`src/uhbi_pkg.sv`:
```
// Shared types and constants of the UART host bus interface
package uhbi_pkg;

	// ****************************************
	// Geometry
	// ****************************************
	localparam int unsigned UHBI_FIFO_DEPTH = 32;
	localparam int unsigned UHBI_PTR_W = 6;
	localparam logic [2:0] UHBI_IDX_HOLDING = 3'h0;
	localparam logic [7:0] UHBI_EMPTY_READ = 8'h00;
	localparam logic [5:0] UHBI_PTR_ONE = 6'h01;
	localparam logic [5:0] UHBI_PTR_RESET = 6'h00;
	localparam logic [2:0] UHBI_IDX_RESET = 3'h0;
	localparam logic [7:0] UHBI_BYTE_RESET = 8'h00;

	// ****************************************
	// Types
	// ****************************************
	// Host pins as sampled, one bundle per synchroniser stage
	typedef struct packed {
		logic mode_sel;
		logic read_strobe_low_n;
		logic read_strobe_high;
		logic write_strobe_low_n;
		logic write_strobe_high;
		logic select_first_high;
		logic select_second_high;
		logic select_third_low_n;
		logic address_latch_strobe_n;
		logic [2:0] register_index;
		logic [7:0] data;
	} uhbi_pins_t;

	// Bus cycle states, one-hot
	typedef enum logic [2:0] {
		UHBI_ST_IDLE = 3'h1,
		UHBI_ST_READ = 3'h2,
		UHBI_ST_WRITE = 3'h4
	} uhbi_state_t;

	typedef struct packed {
		uhbi_pins_t sync1;
		uhbi_pins_t pins;
		logic as_prev;
		logic [2:0] idx;
		logic sel;
		uhbi_state_t st;
		logic [7:0] rd_data;
		logic reg_wr;
		logic [7:0] wdata;
		logic tx_ovf;
		logic [UHBI_FIFO_DEPTH-1:0][7:0] tx_mem;
		logic [UHBI_PTR_W-1:0] tx_wp;
		logic [UHBI_PTR_W-1:0] tx_rp;
		logic [UHBI_FIFO_DEPTH-1:0][7:0] rx_mem;
		logic [UHBI_PTR_W-1:0] rx_wp;
		logic [UHBI_PTR_W-1:0] rx_rp;
	} uhbi_regs_t;

	// Pins at their idle levels: strobes and selects inactive
	localparam uhbi_pins_t UHBI_PINS_IDLE = '{
		mode_sel: 1'b0,
		read_strobe_low_n: 1'b1,
		read_strobe_high: 1'b0,
		write_strobe_low_n: 1'b1,
		write_strobe_high: 1'b0,
		select_first_high: 1'b0,
		select_second_high: 1'b0,
		select_third_low_n: 1'b1,
		address_latch_strobe_n: 1'b1,
		register_index: 3'h0,
		data: 8'h00
	};

endpackage : uhbi_pkg

```
`src/uhbi_host_port.sv`:
```
// Separate-strobe parallel host port of a UART with its two byte FIFOs
//
// Contract
// - The port works in separate-strobe mode only while the bus mode select input is high.
// - The host's 3-bit register index chooses which internal register a cycle reaches.
// - Bytes move over an 8-bit two-way data bus, driven by the port on reads and by the host on writes.
// - The falling edge of the low read strobe starts a read that fetches the indexed byte onto the bus.
// - Either read strobe starts a read, the two differing only in polarity.
// - A write strobe's leading edge opens a write and its trailing edge stores the bus byte at the index.
// - Either write strobe starts a write, the two differing only in polarity.
// - The port answers only while the first two selects are high and the third is low.
// - Transmit and receive bytes are held in separate FIFOs of 32 bytes each.
// - The leading edge of the low address strobe latches selects and index, and a tied-low strobe still captures.
`timescale 1ns/10ps

module uhbi_host_port
	import uhbi_pkg::*;
(
	input wire logic CLK_I, // 200 MHz clock
	input wire logic RST_N_I, // Asynchronous reset, active low
	input wire logic MODE_SEL_I, // Bus mode select pin
	input wire logic [2:0] REGISTER_INDEX_I, // Register index pins
	input wire logic [7:0] DATA_I, // Data bus, level seen on the pins
	output logic [7:0] DATA_O, // Data bus, value driven on reads
	output logic DATA_OE_O, // Data bus output enable, high drives
	input wire logic READ_STROBE_LOW_N_I, // Read strobe, active low
	input wire logic READ_STROBE_HIGH_I, // Read strobe, active high
	input wire logic WRITE_STROBE_LOW_N_I, // Write strobe, active low
	input wire logic WRITE_STROBE_HIGH_I, // Write strobe, active high
	input wire logic SELECT_FIRST_HIGH_I, // First select, active high
	input wire logic SELECT_SECOND_HIGH_I, // Second select, active high
	input wire logic SELECT_THIRD_LOW_N_I, // Third select, active low
	input wire logic ADDRESS_LATCH_STROBE_N_I, // Address latch strobe, active low
	output logic [2:0] REG_INDEX_O, // Latched index toward the register file
	output logic REG_RD_O, // Register fetch pulse, data taken same cycle
	input wire logic [7:0] REG_RD_DATA_I, // Register byte for a fetch
	output logic REG_WR_O, // Register store pulse
	output logic [7:0] REG_WDATA_O, // Byte for a store
	output logic [7:0] TX_DATA_O, // Transmit FIFO head byte
	output logic TX_VALID_O, // Transmit FIFO not empty
	input wire logic TX_READY_I, // Serialiser takes the head byte
	output logic TX_OVERRUN_O, // Pulse: host wrote into a full transmit FIFO
	input wire logic [7:0] RX_DATA_I, // Received byte
	input wire logic RX_VALID_I, // Received byte offered
	output logic RX_READY_O // Receive FIFO has room
);

	// ****************************************
	// State
	// ****************************************
	uhbi_regs_t s;
	uhbi_regs_t next_s;
	uhbi_pins_t p;
	logic rd_on;
	logic wr_on;
	logic cap;
	logic [2:0] cur_idx;
	logic cur_sel;
	logic tx_full;
	logic tx_empty;
	logic rx_full;
	logic rx_empty;
	logic reg_rd;

	assign p = s.pins;

	// FIFO occupancy from the extra wrap bit of each pointer
	assign tx_empty = (s.tx_wp == s.tx_rp);
	assign tx_full = (s.tx_wp[UHBI_PTR_W-2:0] == s.tx_rp[UHBI_PTR_W-2:0]) && !tx_empty;
	assign rx_empty = (s.rx_wp == s.rx_rp);
	assign rx_full = (s.rx_wp[UHBI_PTR_W-2:0] == s.rx_rp[UHBI_PTR_W-2:0]) && !rx_empty;

	// ****************************************
	// Next-state logic
	// ****************************************
	// Pins are two flops late; strobes and data share that delay, so their relative order holds
	always_comb begin
		next_s = s;
		reg_rd = 1'b0;
		next_s.sync1 = '{
			mode_sel: MODE_SEL_I,
			read_strobe_low_n: READ_STROBE_LOW_N_I,
			read_strobe_high: READ_STROBE_HIGH_I,
			write_strobe_low_n: WRITE_STROBE_LOW_N_I,
			write_strobe_high: WRITE_STROBE_HIGH_I,
			select_first_high: SELECT_FIRST_HIGH_I,
			select_second_high: SELECT_SECOND_HIGH_I,
			select_third_low_n: SELECT_THIRD_LOW_N_I,
			address_latch_strobe_n: ADDRESS_LATCH_STROBE_N_I,
			register_index: REGISTER_INDEX_I,
			data: DATA_I
		};
		next_s.pins = s.sync1;
		next_s.as_prev = p.address_latch_strobe_n;
		next_s.reg_wr = 1'b0;
		next_s.tx_ovf = 1'b0;

		// Strobes count only in separate-strobe mode
		rd_on = p.mode_sel && (!p.read_strobe_low_n || p.read_strobe_high);
		wr_on = p.mode_sel && (!p.write_strobe_low_n || p.write_strobe_high);

		// Capture on the strobe's falling edge, and while it sits low between cycles so a tied strobe works
		cap = !p.address_latch_strobe_n && (s.as_prev || (s.st == UHBI_ST_IDLE));
		cur_idx = cap ? p.register_index : s.idx;
		cur_sel = cap ? (p.select_first_high && p.select_second_high && !p.select_third_low_n) : s.sel;
		next_s.idx = cur_idx;
		next_s.sel = cur_sel;

		case (s.st)
			UHBI_ST_IDLE: begin
				if (cur_sel && rd_on) begin
					// Fetch at the leading edge so the byte is ready well before the host samples
					next_s.st = UHBI_ST_READ;
					if (cur_idx == UHBI_IDX_HOLDING) begin
						if (!rx_empty) begin
							next_s.rd_data = s.rx_mem[s.rx_rp[UHBI_PTR_W-2:0]];
							next_s.rx_rp = s.rx_rp + UHBI_PTR_ONE;
						end else begin
							next_s.rd_data = UHBI_EMPTY_READ;
						end
					end else begin
						reg_rd = 1'b1;
						next_s.rd_data = REG_RD_DATA_I;
					end
				end else if (cur_sel && wr_on) begin
					next_s.st = UHBI_ST_WRITE;
				end
			end
			UHBI_ST_READ: begin
				if (!rd_on) begin
					next_s.st = UHBI_ST_IDLE;
				end
			end
			UHBI_ST_WRITE: begin
				// Store on the trailing edge, when the host's byte has had the whole strobe to settle
				if (!wr_on) begin
					next_s.st = UHBI_ST_IDLE;
					if (s.idx == UHBI_IDX_HOLDING) begin
						if (!tx_full) begin
							next_s.tx_mem[s.tx_wp[UHBI_PTR_W-2:0]] = p.data;
							next_s.tx_wp = s.tx_wp + UHBI_PTR_ONE;
						end else begin
							next_s.tx_ovf = 1'b1;
						end
					end else begin
						next_s.reg_wr = 1'b1;
						next_s.wdata = p.data;
					end
				end
			end
			default: begin
				next_s.st = UHBI_ST_IDLE;
			end
		endcase

		// Serial side of the FIFOs; these pointers are never touched by the host path
		if (TX_READY_I && !tx_empty) begin
			next_s.tx_rp = s.tx_rp + UHBI_PTR_ONE;
		end
		if (RX_VALID_I && !rx_full) begin
			next_s.rx_mem[s.rx_wp[UHBI_PTR_W-2:0]] = RX_DATA_I;
			next_s.rx_wp = s.rx_wp + UHBI_PTR_ONE;
		end
	end

	// ****************************************
	// Registers
	// ****************************************
	// Single state register; FIFO storage resets too so reads are never unknown
	always_ff @(posedge CLK_I or negedge RST_N_I) begin
		if (!RST_N_I) begin
			s <= '{
				sync1: UHBI_PINS_IDLE,
				pins: UHBI_PINS_IDLE,
				as_prev: 1'b1,
				idx: UHBI_IDX_RESET,
				sel: 1'b0,
				st: UHBI_ST_IDLE,
				rd_data: UHBI_BYTE_RESET,
				reg_wr: 1'b0,
				wdata: UHBI_BYTE_RESET,
				tx_ovf: 1'b0,
				tx_mem: '0,
				tx_wp: UHBI_PTR_RESET,
				tx_rp: UHBI_PTR_RESET,
				rx_mem: '0,
				rx_wp: UHBI_PTR_RESET,
				rx_rp: UHBI_PTR_RESET
			};
		end else begin
			s <= next_s;
		end
	end

	// ****************************************
	// Outputs
	// ****************************************
	// Bus released the cycle the strobe or the latched select drops away
	assign DATA_OE_O = (s.st == UHBI_ST_READ) && rd_on && s.sel;
	assign DATA_O = s.rd_data;
	assign REG_INDEX_O = s.idx;
	assign REG_RD_O = reg_rd;
	assign REG_WR_O = s.reg_wr;
	assign REG_WDATA_O = s.wdata;
	assign TX_DATA_O = s.tx_mem[s.tx_rp[UHBI_PTR_W-2:0]];
	assign TX_VALID_O = !tx_empty;
	assign TX_OVERRUN_O = s.tx_ovf;
	assign RX_READY_O = !rx_full;
endmodule : uhbi_host_port

```
`config.mk`:
```
export PLATFORM = sky130hd
export DESIGN_NAME = uhbi_host_port
export DESIGN_NICKNAME = d
export VERILOG_FILES = /design/src/uhbi_pkg.sv /design/src/uhbi_host_port.sv
export SDC_FILE = /design/constraint.sdc
export NUM_CORES = 1
export LEC_CHECK = 0
export ABC_CLOCK_PERIOD_IN_PS = 5150
export BUFFER_PORTS_ARGS = -buffer_cell sky130_fd_sc_hd__buf_2
export CORE_AREA = 2 2 305 232
export CTS_CLUSTER_SIZE = 40
export DETAILED_ROUTE_END_ITERATION = 8
export DIE_AREA = 0 0 307 234
export PLACE_DENSITY = 0.66
export SETUP_SLACK_MARGIN = 0.2
export SYNTH_ARGS = -nofsm -noshare
export SYNTH_HDL_FRONTEND = slang
export SYNTH_SLANG_ARGS = --single-unit
```
`constraint.sdc`:
```
create_clock -name CLK_I -period 5.15 [get_ports CLK_I]
set_input_delay 1.03 -clock CLK_I [delete_from_list [all_inputs] [get_ports CLK_I]]
set_output_delay 1.03 -clock CLK_I [all_outputs]
set_load 0.02 [all_outputs]
```
* Word level (Yosys, flattened, before mapping) *
Cells that the tools add are included.

word-level totals
  bits in registers = 602
  latch bits = 0
  RAM bits = 0
  ROM bits = 0
  input port bits = 40
  output and inout port bits = 33
  word-level logic and storage cells = 182
  memories kept = 0

operators by class
  $add $sub $neg = 4
  multipliers = 0
  divide/modulo/power cells = 0
  order comparisons = 6
  equal/unequal tests = 10
  shift operators = 0
  muxes and demuxes = 28
  bitwise operators = 4
  reduce and logical (&&, ||, !) cells = 32

operators by type and width
  kind                   number
  $mux W272              2
  $bwmux W256            2
  $mux W263              1
  $mux W262              1
  $bmux W8 S5            2
  $demux W8 S5           2
  $mux W8                6
  $add A6 B1 Y6 const B  4
  $lt A5 B6 Y1 const B   4
  $logic_and A1 B1 Y1    15
  $mux W3                5
  $eq A6 B6 Y1           2
  $eq A5 B5 Y1           2
  $ge A5 B1 Y1 const B   2
  $mux W9                1
  $pmux W3 S3            1
  $reduce_and A4 Y1      2
  $logic_not A1 Y1       7
  $logic_not A3 Y1       2
  $reduce_and A3 Y1      2
  $mux W1                5
  $ne A2 B2 Y1 const B   2
  $not A1 Y1             4
  $eq A3 B1 Y1 const B   1
  other kinds (5)        7

* Logic depth before layout (Yosys ltp) *
  depth in word-level cells = 9
  mapped depth = 8
  mapped depth without buffers = 5

* Worst setup path after synthesis *
Ideal clock, no wire load.

  path type = flip-flop to output port
  start point = register s[268] (netlist bit)
  end point = output port TX_DATA_O[0]
  arrival = 2.360 ns
  data required time = 4.120 ns
  path slack = 1.760 ns
  cell stages (with the launch flop) = 7
  path buffers = 3
  cell sequence = dfrtp_1 > clkbuf_1 > buf_2 > buf_2 > mux4_2 > mux4_2 > mux2_2

on the way
  longest elaborated chain between the ends = 2

ends and longest elaborated chain
  element                        RTL line               text
  start, declared                uhbi_host_port.sv:51   uhbi_regs_t s;
  start signal, assigned         uhbi_host_port.sv:172  s <= '{
  start signal, assigned         uhbi_host_port.sv:191  s <= next_s;
  $bmux W8 S5                    uhbi_host_port.sv:205  assign TX_DATA_O = s.tx_mem[s.tx_rp[UHBI_PTR_W-2:0]];
  $mux W8 (not written as such)  uhbi_host_port.sv:205
  end, declared                  uhbi_host_port.sv:39   output logic [7:0] TX_DATA_O,

No other way between the ends. The select of a mux whose other input is x is not followed.

* Final worst setup path *
  start point = register s[268] (netlist bit)
  end point = output port TX_DATA_O[5]

The elaborated chain is that of the path after synthesis.

==> flow_metrics.env <==
export IMPL_outcome="finished, final reports clean"
export IMPL_setup_viol_count_final=0
export IMPL_htree_num_levels=2
export IMPL_synth_fa_ha_area_share_pct=0.4591
export IMPL_synth_top_cell_by_area="dfrtp_1"
export IMPL_grt_pass1_wl_mm=99.20
export IMPL_gp_congestion=0.8187
export IMPL_endpoint_kind="output port"
export IMPL_viasPerCell=5.659
export IMPL_slew_headroom_pct=15.10
export IMPL_synthArstFlopShare_pct=100.0
export IMPL_period_needed_ns=4.522
export IMPL_power_leakage_nw=14.02
export IMPL_critPathKind="reg -> out"
export IMPL_cp_data_arrival_time_ns=3.49
export IMPL_cts_sinks=602
export IMPL_die_w_um=307
export IMPL_syn_area_mm2=0.02725
export IMPL_drive_above_1_share_pct=50.25
export IMPL_portBuffers=72
export IMPL_place_inst=2596
export IMPL_grt_start_max_net_pins=159
export IMPL_rows=84
export IMPL_start_util_pct=39.41
export IMPL_skew_ns=0.05434
export IMPL_n_fill_cell=6064
export IMPL_track_usage_pct=18.07
export IMPL_syn_inst=1764
export IMPL_io_pins=73
export IMPL_start_kind="flop"
export IMPL_multi_input_area_mm2=0.01140
export IMPL_tns_ns=0
export IMPL_synth_simple_area_share_pct=4.044
export IMPL_final_cells=2708
export IMPL_synth_cell_types=60
export IMPL_cts_buffers=60
export IMPL_cts_tree="built"
export IMPL_synth_main_ff_cell="dfrtp_1"
export IMPL_ys_seq_area_share_pct=55.32
export IMPL_yosysWarningCount=0
export IMPL_synth_fp_nets=1814
export IMPL_synth_area_leaders="dfrtp_1 54%, mux2_2 22%, mux4_2 11%, mux2i_1 1.2%, clkbuf_1 1.1%"
export IMPL_drt_iter0_markers=1225
export IMPL_cts_hold_buffers=0
export IMPL_postSynthAreaPerCell_um2=15.45
export IMPL_wirelength_mm=63.97
export IMPL_cts_root_buffer="clkbuf_16"
export IMPL_ant_nets=0
export IMPL_layout_worst_path_cycle_share_pct=87.80
export IMPL_overflow=0
export IMPL_ctsResizeCount=0
export IMPL_die_y_um=234
export IMPL_drc=0
export IMPL_placed_area_mm2=0.02824
export IMPL_cts_setup_buffers=0
export IMPL_hold_class="reg -> reg"
export IMPL_drt_first_pass_iters=5
export IMPL_die_area_mm2=0.07184
export IMPL_power_w=0.01411
export IMPL_worst_pin_slew_ns=1.274
export IMPL_yosysMostFrequentCell="dfrtp_1"
export IMPL_synthTopCellsByCount="592 x dfrtp_1, 537 x mux2_2, 136 x mux4_2"
export IMPL_insertion_delay_ns=0.65
export IMPL_clock_fmax_mhz=221.1
export IMPL_place_hpwl_mm=40.19
export IMPL_synth_edf_count=0
export IMPL_worstPathMaxFanout=29
export IMPL_hold_violations=0
export IMPL_grt_pass1_vias=15850
export IMPL_cts_reportedPaths_clkPinSlew_ns=0.07
export IMPL_num_vias=15330
export IMPL_fin_nets=1805
export IMPL_synth_seq_cells=602
export IMPL_slew_violations=0
export IMPL_rsz0062_at_grt="false"
export IMPL_wire_per_inst_um=23.62
export IMPL_fp_coreArea_mm2=0.06916
export IMPL_ir_drop_uv=277.5
export IMPL_antenna_found_initial=0
export IMPL_fin_area_mm2=0.03039
export IMPL_muxShareOfSynthArea_pct=34.69
export IMPL_layout_area_overhead_vs_synth_pct=11.50
export IMPL_seq_area_mm2=0.01509
export IMPL_synth_top_area_share_pct=54.35
export IMPL_antennaDiodeCount=0
export IMPL_synth_xor_area_share_pct=1.060
export IMPL_drv_cap=0
export IMPL_crit_required_ns=4.12
export IMPL_synth_compound_area_share_pct=1.487
export IMPL_clock_path_buffers=3
export IMPL_synth_top_family_by_area="multiplexers"
export IMPL_power_density_mw_per_mm2=464.3
==> cell usage in the layout (no fill, tap or decap), types with 4 or more instances in the layout <==
master	n
inv_1	8
nand3_1	39
dfstp_2	10
nand3_2	10
bufinv_16	9
nand4_1	9
xnor2_1	20
a2bb2oi_1	4
o21ai_0	4
and3_1	29
mux2i_1	33
mux2_2	537
xor2_1	13
ha_1	10
clkinv_2	13
mux4_2	136
a221oi_1	8
buf_12	5
and3b_1	4
buf_4	14
clkbuf_16	60
nor3b_1	15
buf_2	71
o31ai_1	8
o221ai_1	8
nand2_1	32
nor2_1	14
nor3_1	7
clkbuf_8	14
a21oi_1	13
dfrtp_1	587
clkbuf_1	10
==> metal layers <==
| layer | share of wire [%] | routed length (µm) | vias up | GRT usage, % |
|---|---|---|---|---|
| met5 | 0 | 0 | - | 0 |
| met4 | 1.6 | 1025 | 0 | 4.238 |
| met3 | 6.9 | 4396 | 75 | 3.868 |
| met2 | 44 | 27990 | 435 | 26.27 |
| met1 | 48 | 30560 | 8303 | 27.60 |
| li1 | - | - | 6512 | - |
==> cell type report <==
type	instances	area share (%)
tap	903	3.718
inverter	10	0.1235
sequential	602	49.66
timing repair buffer	91	1.894
clock buffer	84	5.699
clock inverter	28	1.375
multi-input combinational	990	37.53
==> flip-flops by register name (all words and copies together), names as in the netlist <==
register / cells
s: 541
next_s: 21
p: 19
DATA_O: 8
REG_WDATA_O: 8
REG_INDEX_O: 3
REG_WR_O: 1
TX_OVERRUN_O: 1
==> worst max-delay path: stages, from the launching register on <==
cell and delay, ns:
dfrtp_4 0.82, buf_4 0.48, mux4_2 0.56, mux4_2 0.47, mux2_2 0.32, buf_2 0.17
==> where the power goes <==
| part | switching [W] | internal, W | leakage (nW) |
|---|---|---|---|
| combinational | 0.00137 | 0.00165 | 4.96 |
| clock | 0.00192 | 0.00280 | 1.06 |
| sequential | 0.000687 | 0.00567 | 8.00 |
==> kinds of logic (layout without fill, tap and decap cells) <==
| kind of cell | Yosys count | count (layout) |
|---|---|---|
| compound gates | 54 | 54 |
| mux | 707 | 707 |
| fa+ha+maj | 10 | 10 |
| simple gates | 186 | 186 |
| buf+inv | 172 | 213 |
| flops | 602 | 602 |
| xor+xnor | 33 | 33 |
==> worst paths after layout <==
| check | from | to | slack [ns] | depth (start not counted) |
|---|---|---|---|---|
| max | s[268] | TX_DATA_O[5] | 0.63 | 5 |
| min | next_s[568] | p[6] | 0.30 | 0 |
| max reg2reg | s[269] | s[341] | 1.91 | 7 |
| min reg2reg | next_s[568] | p[6] | 0.30 | 0 |
| max in group asynchronous | RST_N_I | s[123] | 3.41 | 2 |
| min in group asynchronous | RST_N_I | p[2] | 0.40 | 1 |
==> metrics by stage <==
stage / utilization, % / hold WS (ns) / setup WS [ns]
floorplan: - / 0.3312 / 1.760
global placement: 40.83 / 0.3323 / 1.293
detailed placement: 40.83 / 0.3347 / 1.255
CTS: 43.94 / 0.3198 / 0.5356
global route: 43.94 / 0.3245 / 0.4438
finish: 43.94 / 0.3024 / 0.6281
(Power assumes the default switching activity.)
